--- config.mk ---
export PLATFORM = sky130hd
export DESIGN_NAME = fwf_top
export DESIGN_NICKNAME = d
export VERILOG_FILES = /design/src/fwf_pkg.sv /design/src/fwf_rx_if.sv /design/src/fwf_arp_filter.sv /design/src/fwf_frame_gate.sv /design/src/fwf_top.sv
export VERILOG_INCLUDE_DIRS = /design/src /design/src/src
export SDC_FILE = /design/constraint.sdc
export NUM_CORES = 1
export LEC_CHECK = 0
export ABC_CLOCK_PERIOD_IN_PS = 1700
export BUFFER_PORTS_ARGS = -buffer_cell sky130_fd_sc_hd__buf_2
export CAP_MARGIN = 20
export CORE_MARGIN = 2
export CORE_UTILIZATION = 25
export CTS_CLUSTER_SIZE = 8
export DETAILED_ROUTE_END_ITERATION = 10
export PLACE_DENSITY_LB_ADDON = 0.08
export SYNTH_ARGS = -nofsm -noshare
export SYNTH_HDL_FRONTEND = slang
export SYNTH_HIERARCHICAL = 1
export SYNTH_SLANG_ARGS = --single-unit
--- constraint.sdc ---
create_clock -name clk_i -period 1.7 [get_ports clk_i]
set_input_delay 0.17 -clock clk_i [delete_from_list [all_inputs] [get_ports clk_i]]
set_output_delay 0.17 -clock clk_i [all_outputs]
set_load 0.03 [all_outputs]
--- src/fwf_consts.svh ---
`ifndef FWF_CONSTS_SVH
`define FWF_CONSTS_SVH
// Contract
// [RULE_01] With aux power, power-on reset sets wake enable 1 and status 0.
// [RULE_02] Without aux power, every hardware reset clears enable and status.
// [RULE_03] With aux power, bus reset leaves enable and status untouched.
// [RULE_04] Wake setting 1 and no aux power bypasses the enable bit.
// [RULE_05] Aux sense low after reset means aux present; otherwise absent.
// [RULE_06] Wake pattern wakes after power-up without software setup.
// [RULE_07] Every frame runs through fixed filters, each with its own enable.
// [RULE_08] Wake only for frames passing an enabled filter with good FCS.
// [RULE_09] Fixed filtering runs on the local clock, host clock not needed.
// [RULE_10] Address-passed frames go to the engine; storage needs microcode and host clock.
// [RULE_11] Wake pattern frame wakes when its enable bit is set.
// [RULE_12] Unicast hit wake has its own enable bit.
// [RULE_13] Group hit wake has its own enable bit.
// [RULE_14] Broadcast destination alone never wakes.
// [RULE_15] Matching resolution request wakes when its enable bit is set.
// [RULE_16] Software keeps broadcast reception enabled for resolution wake.
// [RULE_17] Tag accept 1 passes tagged and untagged requests; 0 untagged only.
// [RULE_18] Software loads the low 16 bits of the station address.
// [RULE_19] Request needs all-ones destination, type 0806 at 12, opcode 01 at 21.
// [RULE_20] Only the two low target address bytes at 40 and 41 compare.
// [RULE_21] Tag type unchecked; other type at 12 means shifted positions.
// [RULE_22] The request filter matches one configured address only.
// [RULE_23] Any wake event sets status regardless of the enable bit.
// [RULE_24] Wake request holds until software clears status or enable.
`define FWF_ADR_CTRL 8'h00
`define FWF_ADR_IP 8'h04
`define FWF_ADR_PM 8'h08
`define FWF_ADR_STAT 8'h0c
`define FWF_EN_UNI 0
`define FWF_EN_GRP 1
`define FWF_EN_ARP 2
`define FWF_EN_TAG 3
`define FWF_EN_PAT 4
`define FWF_CTRL_RST 5'h10
`define FWF_IP_RST 16'h0000
`define FWF_PM_EN 0
`define FWF_PM_ST 1
`define FWF_OFS_DST_LAST 6'h05
`define FWF_OFS_TYPE 6'h0c
`define FWF_OFS_OP 6'h15
`define FWF_OFS_IP_LO 6'h28
`define FWF_TAG_SHIFT 6'h04
`define FWF_VAL_BCAST 8'hff
`define FWF_VAL_TYPE_HI 8'h08
`define FWF_VAL_TYPE_LO 8'h06
`define FWF_VAL_OP 8'h01
`endif

--- src/fwf_pkg.sv ---
package fwf_pkg;
  typedef enum logic [1:0] {FWF_RS_POR, FWF_RS_BUS, FWF_RS_RUN} fwf_rst_state_t;
  typedef logic [8:0] fwf_arp_flags_t;
endpackage

--- src/fwf_rx_if.sv ---
`timescale 1ns/1ps
interface fwf_rx_if;
  logic valid;
  logic [7:0] data;
  logic sof;
  logic eof;
  logic fcs_ok;
  logic [3:0] hit;
  logic [15:0] ip;
  logic [4:0] en;
  logic arp_hit;
  modport src (output valid, data, sof, eof, fcs_ok, hit, ip, en, input arp_hit);
  modport arp (input valid, data, sof, ip, en, output arp_hit);
  modport gate (input valid, sof, eof, fcs_ok, hit, en, arp_hit);
endinterface

--- src/fwf_arp_filter.sv ---
`timescale 1ns/1ps
`include "fwf_consts.svh"
module fwf_arp_filter (
  input wire logic clk_i,
  input wire logic rst_i,
  fwf_rx_if.arp rx
);
  logic [5:0] cnt_r, cnt_nxt, idx, t;
  fwf_pkg::fwf_arp_flags_t f_r, f_nxt;
  // Flags: 0 dst, 1 type, 2 op, 3 ip lo, 4 ip, 5..8 same at shifted spots.
  always_comb begin
    idx = rx.sof ? 6'h00 : cnt_r;
    t = idx - `FWF_TAG_SHIFT;
    cnt_nxt = cnt_r;
    f_nxt = f_r;
    if (rx.valid) begin
      if (rx.sof) begin
        f_nxt = 9'h067;
      end
      if (idx != 6'h3f) begin
        cnt_nxt = idx + 6'h01;
      end
      if (idx <= `FWF_OFS_DST_LAST && rx.data != `FWF_VAL_BCAST) begin
        f_nxt[0] = 1'b0; // RULE_19
      end
      if ((idx == `FWF_OFS_TYPE && rx.data != `FWF_VAL_TYPE_HI) ||
          (idx == `FWF_OFS_TYPE + 6'h01 && rx.data != `FWF_VAL_TYPE_LO)) begin
        f_nxt[1] = 1'b0; // RULE_19
      end
      if (idx == `FWF_OFS_OP && rx.data != `FWF_VAL_OP) begin
        f_nxt[2] = 1'b0;
      end
      if ((t == `FWF_OFS_TYPE && rx.data != `FWF_VAL_TYPE_HI) ||
          (t == `FWF_OFS_TYPE + 6'h01 && rx.data != `FWF_VAL_TYPE_LO)) begin
        f_nxt[5] = 1'b0;
      end
      if (t == `FWF_OFS_OP && rx.data != `FWF_VAL_OP) begin
        f_nxt[6] = 1'b0;
      end
      // Only the two low address bytes are looked at, one address only.
      if (idx == `FWF_OFS_IP_LO) f_nxt[3] = (rx.data == rx.ip[7:0]); // RULE_20
      if (idx == `FWF_OFS_IP_LO + 6'h01) f_nxt[4] = f_r[3] && (rx.data == rx.ip[15:8]); // RULE_22
      if (t == `FWF_OFS_IP_LO) f_nxt[7] = (rx.data == rx.ip[7:0]);
      if (t == `FWF_OFS_IP_LO + 6'h01) f_nxt[8] = f_r[7] && (rx.data == rx.ip[15:8]);
    end
  end
  always_ff @(posedge clk_i) begin
    if (rst_i) begin
      cnt_r <= 6'h3f;
      f_r <= 9'h000;
    end else begin
      cnt_r <= cnt_nxt;
      f_r <= f_nxt;
    end
  end
  // A type other than the request type counts as tagged, tag type unchecked.
  assign rx.arp_hit = f_r[0] && ((f_r[1] && f_r[2] && f_r[4]) ||
    (rx.en[`FWF_EN_TAG] && !f_r[1] && f_r[5] && f_r[6] && f_r[8])); // RULE_17 RULE_21
endmodule

--- src/fwf_frame_gate.sv ---
`timescale 1ns/1ps
`include "fwf_consts.svh"
module fwf_frame_gate (
  input wire logic clk_i,
  input wire logic rst_i,
  fwf_rx_if.gate rx,
  output logic wake_o,
  output logic pass_o
);
  logic [3:0] hit_r, hit_nxt;
  logic eval_r, eval_nxt, fcs_r, fcs_nxt;
  always_comb begin
    hit_nxt = hit_r;
    eval_nxt = rx.valid && rx.eof;
    fcs_nxt = fcs_r;
    if (rx.valid) begin
      hit_nxt = (rx.sof ? 4'h0 : hit_r) | rx.hit;
      if (rx.eof) fcs_nxt = rx.fcs_ok;
    end
  end
  always_ff @(posedge clk_i) begin
    if (rst_i) begin
      hit_r <= 4'h0;
      eval_r <= 1'b0;
      fcs_r <= 1'b0;
    end else begin
      hit_r <= hit_nxt;
      eval_r <= eval_nxt;
      fcs_r <= fcs_nxt;
    end
  end
  // Hit order: 0 unicast, 1 group, 2 broadcast, 3 wake pattern.
  // Broadcast alone is never a wake cause; it only reaches the engine.
  assign wake_o = eval_r && fcs_r && // RULE_08 RULE_14
    ((hit_r[0] && rx.en[`FWF_EN_UNI]) || // RULE_12
     (hit_r[1] && rx.en[`FWF_EN_GRP]) || // RULE_13
     (rx.arp_hit && rx.en[`FWF_EN_ARP]) || // RULE_15
     (hit_r[3] && rx.en[`FWF_EN_PAT])); // RULE_11
  assign pass_o = eval_r && fcs_r && (|hit_r[2:0] || rx.arp_hit); // RULE_10
endmodule

--- src/fwf_top.sv ---
// The register offsets and the Wishbone register port were decided locally.
`timescale 1ns/1ps
`include "fwf_consts.svh"
module fwf_top (
  // Clock and resets
  input wire logic clk_i,
  input wire logic rst_i,
  input wire logic bus_rst_n_i,
  // Wishbone slave
  input wire logic wb_cyc_i,
  input wire logic wb_stb_i,
  input wire logic wb_we_i,
  input wire logic [7:0] wb_adr_i,
  input wire logic [3:0] wb_sel_i,
  input wire logic [31:0] wb_dat_i,
  output logic [31:0] wb_dat_o,
  output logic wb_ack_o,
  // Receive stream and address filter results
  input wire logic rx_valid_i,
  input wire logic [7:0] rx_data_i,
  input wire logic rx_sof_i,
  input wire logic rx_eof_i,
  input wire logic rx_fcs_ok_i,
  input wire logic rx_ia_match_i,
  input wire logic rx_mc_match_i,
  input wire logic rx_bc_match_i,
  input wire logic rx_pattern_match_i,
  // Straps and engine status
  input wire logic aux_power_sense_i,
  input wire logic wake_on_lan_setting_i,
  input wire logic ucode_active_i,
  input wire logic host_clk_run_i,
  // Wake request and engine hand-off
  output logic pme_n_o,
  output logic engine_pass_o,
  output logic engine_store_o
);

  // ==========================================================
  // Frame filtering
  // ==========================================================
  // Everything here runs from the local clock, so filtering keeps
  // going in every power state whether the host clock runs or not.
  fwf_rx_if rx ();

  logic [4:0] ctrl_r, ctrl_nxt;
  logic [15:0] ip_r, ip_nxt;
  logic wake_evt;
  logic gate_pass;
  logic pm_en_r, pm_en_nxt;
  logic pm_st_r, pm_st_nxt;
  logic [7:0] wake_cnt_r, wake_cnt_nxt;

  assign rx.valid = rx_valid_i; // RULE_07 RULE_09
  assign rx.data = rx_data_i;
  assign rx.sof = rx_sof_i;
  assign rx.eof = rx_eof_i;
  assign rx.fcs_ok = rx_fcs_ok_i;
  assign rx.hit = {rx_pattern_match_i, rx_bc_match_i, rx_mc_match_i, rx_ia_match_i};
  assign rx.ip = ip_r;
  assign rx.en = ctrl_r;

  fwf_arp_filter u_arp (
    .clk_i(clk_i),
    .rst_i(rst_i),
    .rx(rx.arp)
  );

  fwf_frame_gate u_gate (
    .clk_i(clk_i),
    .rst_i(rst_i),
    .rx(rx.gate),
    .wake_o(wake_evt),
    .pass_o(gate_pass)
  );

  // ==========================================================
  // Reset sequencing and strap sampling
  // ==========================================================
  // The aux sense pin is caught one clock after a reset is released,
  // never under reset, so the flop itself resets to a constant.
  fwf_pkg::fwf_rst_state_t rs_r, rs_nxt;
  logic aux_r, aux_nxt;
  logic wol_r, wol_nxt;
  logic sample;
  logic arm;
  logic bus_clr;

  always_comb begin
    rs_nxt = rs_r;
    sample = 1'b0;
    arm = 1'b0;
    case (rs_r)
      fwf_pkg::FWF_RS_POR: begin
        if (bus_rst_n_i) begin
          sample = 1'b1;
          arm = 1'b1;
          rs_nxt = fwf_pkg::FWF_RS_RUN;
        end
      end
      fwf_pkg::FWF_RS_BUS: begin
        if (bus_rst_n_i) begin
          sample = 1'b1;
          rs_nxt = fwf_pkg::FWF_RS_RUN;
        end
      end
      fwf_pkg::FWF_RS_RUN: begin
        if (!bus_rst_n_i) begin
          rs_nxt = fwf_pkg::FWF_RS_BUS;
        end
      end
      default: begin
        rs_nxt = fwf_pkg::FWF_RS_RUN;
      end
    endcase
    // A low sense level after reset means aux power is present.
    aux_nxt = sample ? !aux_power_sense_i : aux_r; // RULE_05
    wol_nxt = sample ? wake_on_lan_setting_i : wol_r;
    // Bus reset only touches the wake bits when aux power is absent.
    bus_clr = !bus_rst_n_i && (rs_r != fwf_pkg::FWF_RS_POR) && !aux_r; // RULE_02 RULE_03
  end

  always_ff @(posedge clk_i) begin
    if (rst_i) begin
      rs_r <= fwf_pkg::FWF_RS_POR;
      aux_r <= 1'b0;
      wol_r <= 1'b0;
    end else begin
      rs_r <= rs_nxt;
      aux_r <= aux_nxt;
      wol_r <= wol_nxt;
    end
  end

  // ==========================================================
  // Wishbone register slave
  // ==========================================================
  // Every access is acked one cycle after the request; unmapped
  // addresses read zero and ignore writes rather than stall the bus.
  // A write lands on the edge that sees ack high, the same edge at which
  // the master completes, so a request withdrawn early changes nothing.
  logic ack_r, ack_nxt;
  logic [31:0] dat_r, dat_nxt;
  logic req;
  logic wr;
  logic pm_wr;

  assign req = wb_cyc_i && wb_stb_i && !ack_r;
  assign wr = wb_cyc_i && wb_stb_i && ack_r && wb_we_i;
  assign pm_wr = wr && (wb_adr_i == `FWF_ADR_PM) && wb_sel_i[0];

  always_comb begin
    ack_nxt = req;
    dat_nxt = dat_r;
    ctrl_nxt = ctrl_r;
    ip_nxt = ip_r;
    if (req) begin
      dat_nxt = 32'h0000_0000;
      case (wb_adr_i)
        `FWF_ADR_CTRL: dat_nxt[4:0] = ctrl_r;
        `FWF_ADR_IP: dat_nxt[15:0] = ip_r;
        `FWF_ADR_PM: dat_nxt[1:0] = {pm_st_r, pm_en_r};
        `FWF_ADR_STAT: dat_nxt[15:0] = {wake_cnt_r, 5'h00, !pme_n_o, wol_r, aux_r};
        default: dat_nxt = 32'h0000_0000;
      endcase
    end
    if (wr && wb_adr_i == `FWF_ADR_CTRL && wb_sel_i[0]) begin
      ctrl_nxt = wb_dat_i[4:0]; // RULE_07
    end
    if (wr && wb_adr_i == `FWF_ADR_IP) begin
      if (wb_sel_i[0]) ip_nxt[7:0] = wb_dat_i[7:0];
      if (wb_sel_i[1]) ip_nxt[15:8] = wb_dat_i[15:8];
    end
    // Configuration is function context and follows the bus reset.
    if (!bus_rst_n_i) begin
      ctrl_nxt = `FWF_CTRL_RST;
      ip_nxt = `FWF_IP_RST;
    end
  end

  always_ff @(posedge clk_i) begin
    if (rst_i) begin
      ack_r <= 1'b0;
      dat_r <= 32'h0000_0000;
      ctrl_r <= `FWF_CTRL_RST; // RULE_06
      ip_r <= `FWF_IP_RST;
    end else begin
      ack_r <= ack_nxt;
      dat_r <= dat_nxt;
      ctrl_r <= ctrl_nxt;
      ip_r <= ip_nxt;
    end
  end

  assign wb_ack_o = ack_r;
  assign wb_dat_o = dat_r;

  // ==========================================================
  // Wake enable, status and request
  // ==========================================================
  logic pme_n_r, pme_n_nxt;
  logic pass_r, store_r;
  logic bypass_nxt;

  always_comb begin
    pm_en_nxt = pm_en_r;
    pm_st_nxt = pm_st_r;
    wake_cnt_nxt = wake_cnt_r;
    if (pm_wr) begin
      pm_en_nxt = wb_dat_i[`FWF_PM_EN];
      if (wb_dat_i[`FWF_PM_ST]) pm_st_nxt = 1'b0;
    end
    // Arming happens once, on leaving power-on reset, without software.
    if (arm && !aux_power_sense_i) begin
      pm_en_nxt = 1'b1; // RULE_01
      pm_st_nxt = 1'b0;
    end
    // The event beats a software clear in the same cycle.
    if (wake_evt) begin
      pm_st_nxt = 1'b1; // RULE_23
      if (wake_cnt_r != 8'hff) wake_cnt_nxt = wake_cnt_r + 8'h01;
    end
    if (bus_clr) begin
      pm_en_nxt = 1'b0; // RULE_02
      pm_st_nxt = 1'b0;
    end
    bypass_nxt = wol_nxt && !aux_nxt; // RULE_04
    // The request stays until status or the effective enable drops.
    pme_n_nxt = !(pm_st_nxt && (pm_en_nxt || bypass_nxt)); // RULE_24
  end

  always_ff @(posedge clk_i) begin
    if (rst_i) begin
      pm_en_r <= 1'b0;
      pm_st_r <= 1'b0;
      pme_n_r <= 1'b1;
      wake_cnt_r <= 8'h00;
      pass_r <= 1'b0;
      store_r <= 1'b0;
    end else begin
      pm_en_r <= pm_en_nxt;
      pm_st_r <= pm_st_nxt;
      pme_n_r <= pme_n_nxt;
      wake_cnt_r <= wake_cnt_nxt;
      pass_r <= gate_pass; // RULE_10
      store_r <= gate_pass && ucode_active_i && host_clk_run_i; // RULE_10
    end
  end

  assign pme_n_o = pme_n_r;
  assign engine_pass_o = pass_r;
  assign engine_store_o = store_r;
endmodule
==> impl_metrics.toml <==
[synth]
synth_top_family_by_area = "simple AND/OR/NAND/NOR gates"
yosys.area_share.simple_pct = 22.7
synth-xor-area-share_pct = 4.52
synth_area_sq_um = 3880
async_flop_share_pct = 0
synth_cell_types = 67
synth_warnings = 6
synth-seq-area-share_pct = 39.2
synth_compound_area_share_pct = 15.4
syn_avg_cell_area_sq_um = 8.87
syn-instance-count = 437
ys_ff_latch = 76
synth-main-ff-cell = "dfxtp_1"
synth-edff-count = 0
synth_fa_ha_area_share_pct = 1.61
muxShareOfSynthArea_pct = 9.94

[final_layout]
diodes = 0
layout_common_cells = "buf_2, dfxtp_1, nor2_1, buf_4, mux2i_1"
area_growth_pct = 30.8
drive_gt1_share_pct = 33.5
fin_nets = 614
final_common_cell = "buf_2"
multi_input_area_sq_um = 2250
final_util_pct = 33.4
fillerInstances = 1595
seqCellArea_sq_um = 1530

[worst_setup_path]
crit_path_end_kind = "flip-flop"
crit_arrival_ps = 2020
critPathTopFamily = "compound AO/OA/AOI/OAI gates"
crit_fanout = 2
cp-startpoint = "u_arp/f_r[6]"
r2r-start = "u_arp/f_r[6]"
r2r_cells = 9
cpMaxStageDelayCell = "dfxtp_2"
crit_type = "flip-flop to flip-flop"
start_kind = "flip-flop"
max_stage_delay_ps = 320
crit_chain = "nand4_1 -> o21ai_1 -> and2_4 -> a22oi_2 -> a21oi_2 -> nand4_1 -> a31oi_2 -> xnor2_1 -> nor2_1"
r2r_end = "wake_cnt_r[3]"
r2r_slack_ps = -90
cp_data_required_time_ps = 1930
worst-path-buf-inv = 0
cpMostUsedCell = "nand4_1"

[clock_tree]
htree_levels = 3
cts.sinks = 76
tritoncts = "built"
path_clk_slew_ps = 60
cts-root-buf = "clkbuf_16"
cts_buffer_depth = 2
clk_latency_ps = 340
numCtsBuffers = 9

[route]
remaining_drc_errors = 0
num_vias = 3453
antenna_left = 0
first_iter_violations = 213
avgRoutedWirePerCell_um = 16.4
drt-vias-per-instance = 4.72
wl_um = 12000
drt_pre_antenna_iters = 4

[timing]
grt_setup_unrepaired = "true"
fin_worst_skew_ps = 7.30
worstMarginPinSlew_ps = 519
worst_slack_ps = -89.3
drv_slew = 0
setup_viol = 5
fin_crit_sh_pct = 105
slew_headroom_pct = 65.1
period_needed_ps = 1790
max_freq_mhz = 559
hold_viol = 0

[status]
violations = "negative setup slack"
status = "finished with violations"

[global_routing]
grt_pass1_vias = 3512
grt_pass1_wl_um = 19200
grt_max_degree = 38
grt_overflow_total = 0
grt_antenna_before_repair = 0
track_usage_pct = 15.2

[floorplanning]
die_h_um = 129
fp.dieW_um = 129
dieArea_sq_um = 16500
coreArea_sq_um = 15200
start_util_pct = 25.5
rows = 45
io_pins = 106

[place]
port_buffers = 71
gp_congestion = 0.777
dp_hpwl_um = 9010

[hold_path]
min_from = "ucode_active_i"
min_path_cells = 2
hold-path-endpoint = "engine_store_o"
hp-class = "input port to flip-flop"

[power_and_ir_drop]
p_sw_mw = 1.12
ir_worst_vdd_mv = 0.529
p_comb_share_pct = 11.9
totalPowerFinal_mw = 4.46
swShare_pct = 25.2
seqPwrFrac_pct = 41.5
leakagePower_nw = 2.27
clkPwrFrac_pct = 46.6
power.internal_mw = 3.34
powerDensity_nw_per_um2 = 879

[job]
maxCapViolations = 0
## cell usage after synthesis (6+ instances only)
master,number,area [sq um]
dfxtp_1,76,1520
nor2_1,62,233
mux2i_1,25,250
nand2_1,25,93.8
a21oi_1,23,115
clkbuf_1,17,63.8
xor2_1,17,149
buf_4,16,120
nand3_1,15,75.1
o21ai_0,11,55.1
a22oi_1,10,75.1
nand4_1,10,62.6
inv_1,9,33.8
mux2_2,8,90.1
nor3_1,8,40.0
nor4_1,7,43.8
nor2b_1,6,37.5
## cells by family after synthesis
family / count (synthesis)
other cells: 1
xor+xnor: 20
compound gates: 83
flops: 76
fa+ha+maj: 5
buf+inv: 48
simple gates: 169
mux: 35
## metrics by stage
| stage | cell area (sq um) | setup slack, ps | setup TNS, ps | instances | hold WS, ps |
|---|---|---|---|---|---|
| 6_report | 5070 | -89.3 | -304 | 732 | 55.4 |
| 5_1_grt | 5070 | -191 | -979 | 732 | 57.0 |
| 4_1_cts | 5000 | -19.6 | -50.2 | 728 | 40.6 |
| 3_5_place_dp | 4610 | -137 | -985 | 710 | 403 |
| 3_3_place_gp | 4610 | -144 | -950 | 710 | 392 |
| 2_1_floorplan | 3940 | 24.6 | 0 | 452 | 232 |
## per-layer routing
metal,share of wire (%),wire (um),track usage (%)
met1,47,5610,19.5
met3,4.4,525,3.95
met5,0,0,0
met4,1.1,136,3.84
met2,48,5750,25.7
## final cells by class
type / instances / share of cell area (%)
Multi-Input combinational cell: 328 / 44.3
Sequential cell: 76 / 30.2
Timing Repair Buffer: 115 / 13.8
Clock buffer: 13 / 5.53
Tap cell: 188 / 4.64
Clock inverter: 3 / 0.839
Inverter: 9 / 0.666
## power by group through the flow
stage          sequential [mW]  clock (mW)  combinational [mW]
2_1_floorplan             1.88           0               0.320
3_3_place_gp              1.89           0               0.504
3_5_place_dp              1.89           0               0.507
4_1_cts                   1.85        2.15               0.518
5_1_grt                   1.85        2.21               0.591
6_report                  1.85        2.08               0.531
## state kept, by name, summed over array words and instances (netlist names)
name            flops
aux_r               1
ctrl_r              5
engine_pass_o       1
engine_store_o      1
ip_r               16
pm_en_r             1
pm_st_r             1
pme_n_o             1
rs_r                2
u_arp/cnt_r         6
u_arp/f_r           9
u_gate/eval_r       1
u_gate/fcs_r        1
u_gate/hit_r        4
wake_cnt_r          8
wb_ack_o            1
wb_dat_o           16
wol_r               1
## worst max path at each step
stage,depth (start not counted),slack (ps),end
3_5_place_dp,7,-140,u_arp/f_r[5]
5_1_grt,9,-190,wake_cnt_r[3]
6_report,9,-90,wake_cnt_r[3]
2_1_floorplan,9,20,u_arp/cnt_r[4]
3_3_place_gp,7,-140,u_arp/f_r[5]
4_1_cts,9,-20,wake_cnt_r[3]
## repair_timing
action	CTS	global route
setup buffers	2	4
gates resized for setup	21	16
endpoints found under the setup margin	15	15
hold buffers	0	0
pin swaps	12	12
## worst reg2reg max path: cells and delay by family (launching register included)
kind,cells,cell delay (ps)
AND/OR/NAND/NOR,4,490
XOR/XNOR,1,160
AO/OA/AOI/OAI,4,720
flip-flops,1,320
Power figures use the tool's default switching activity.
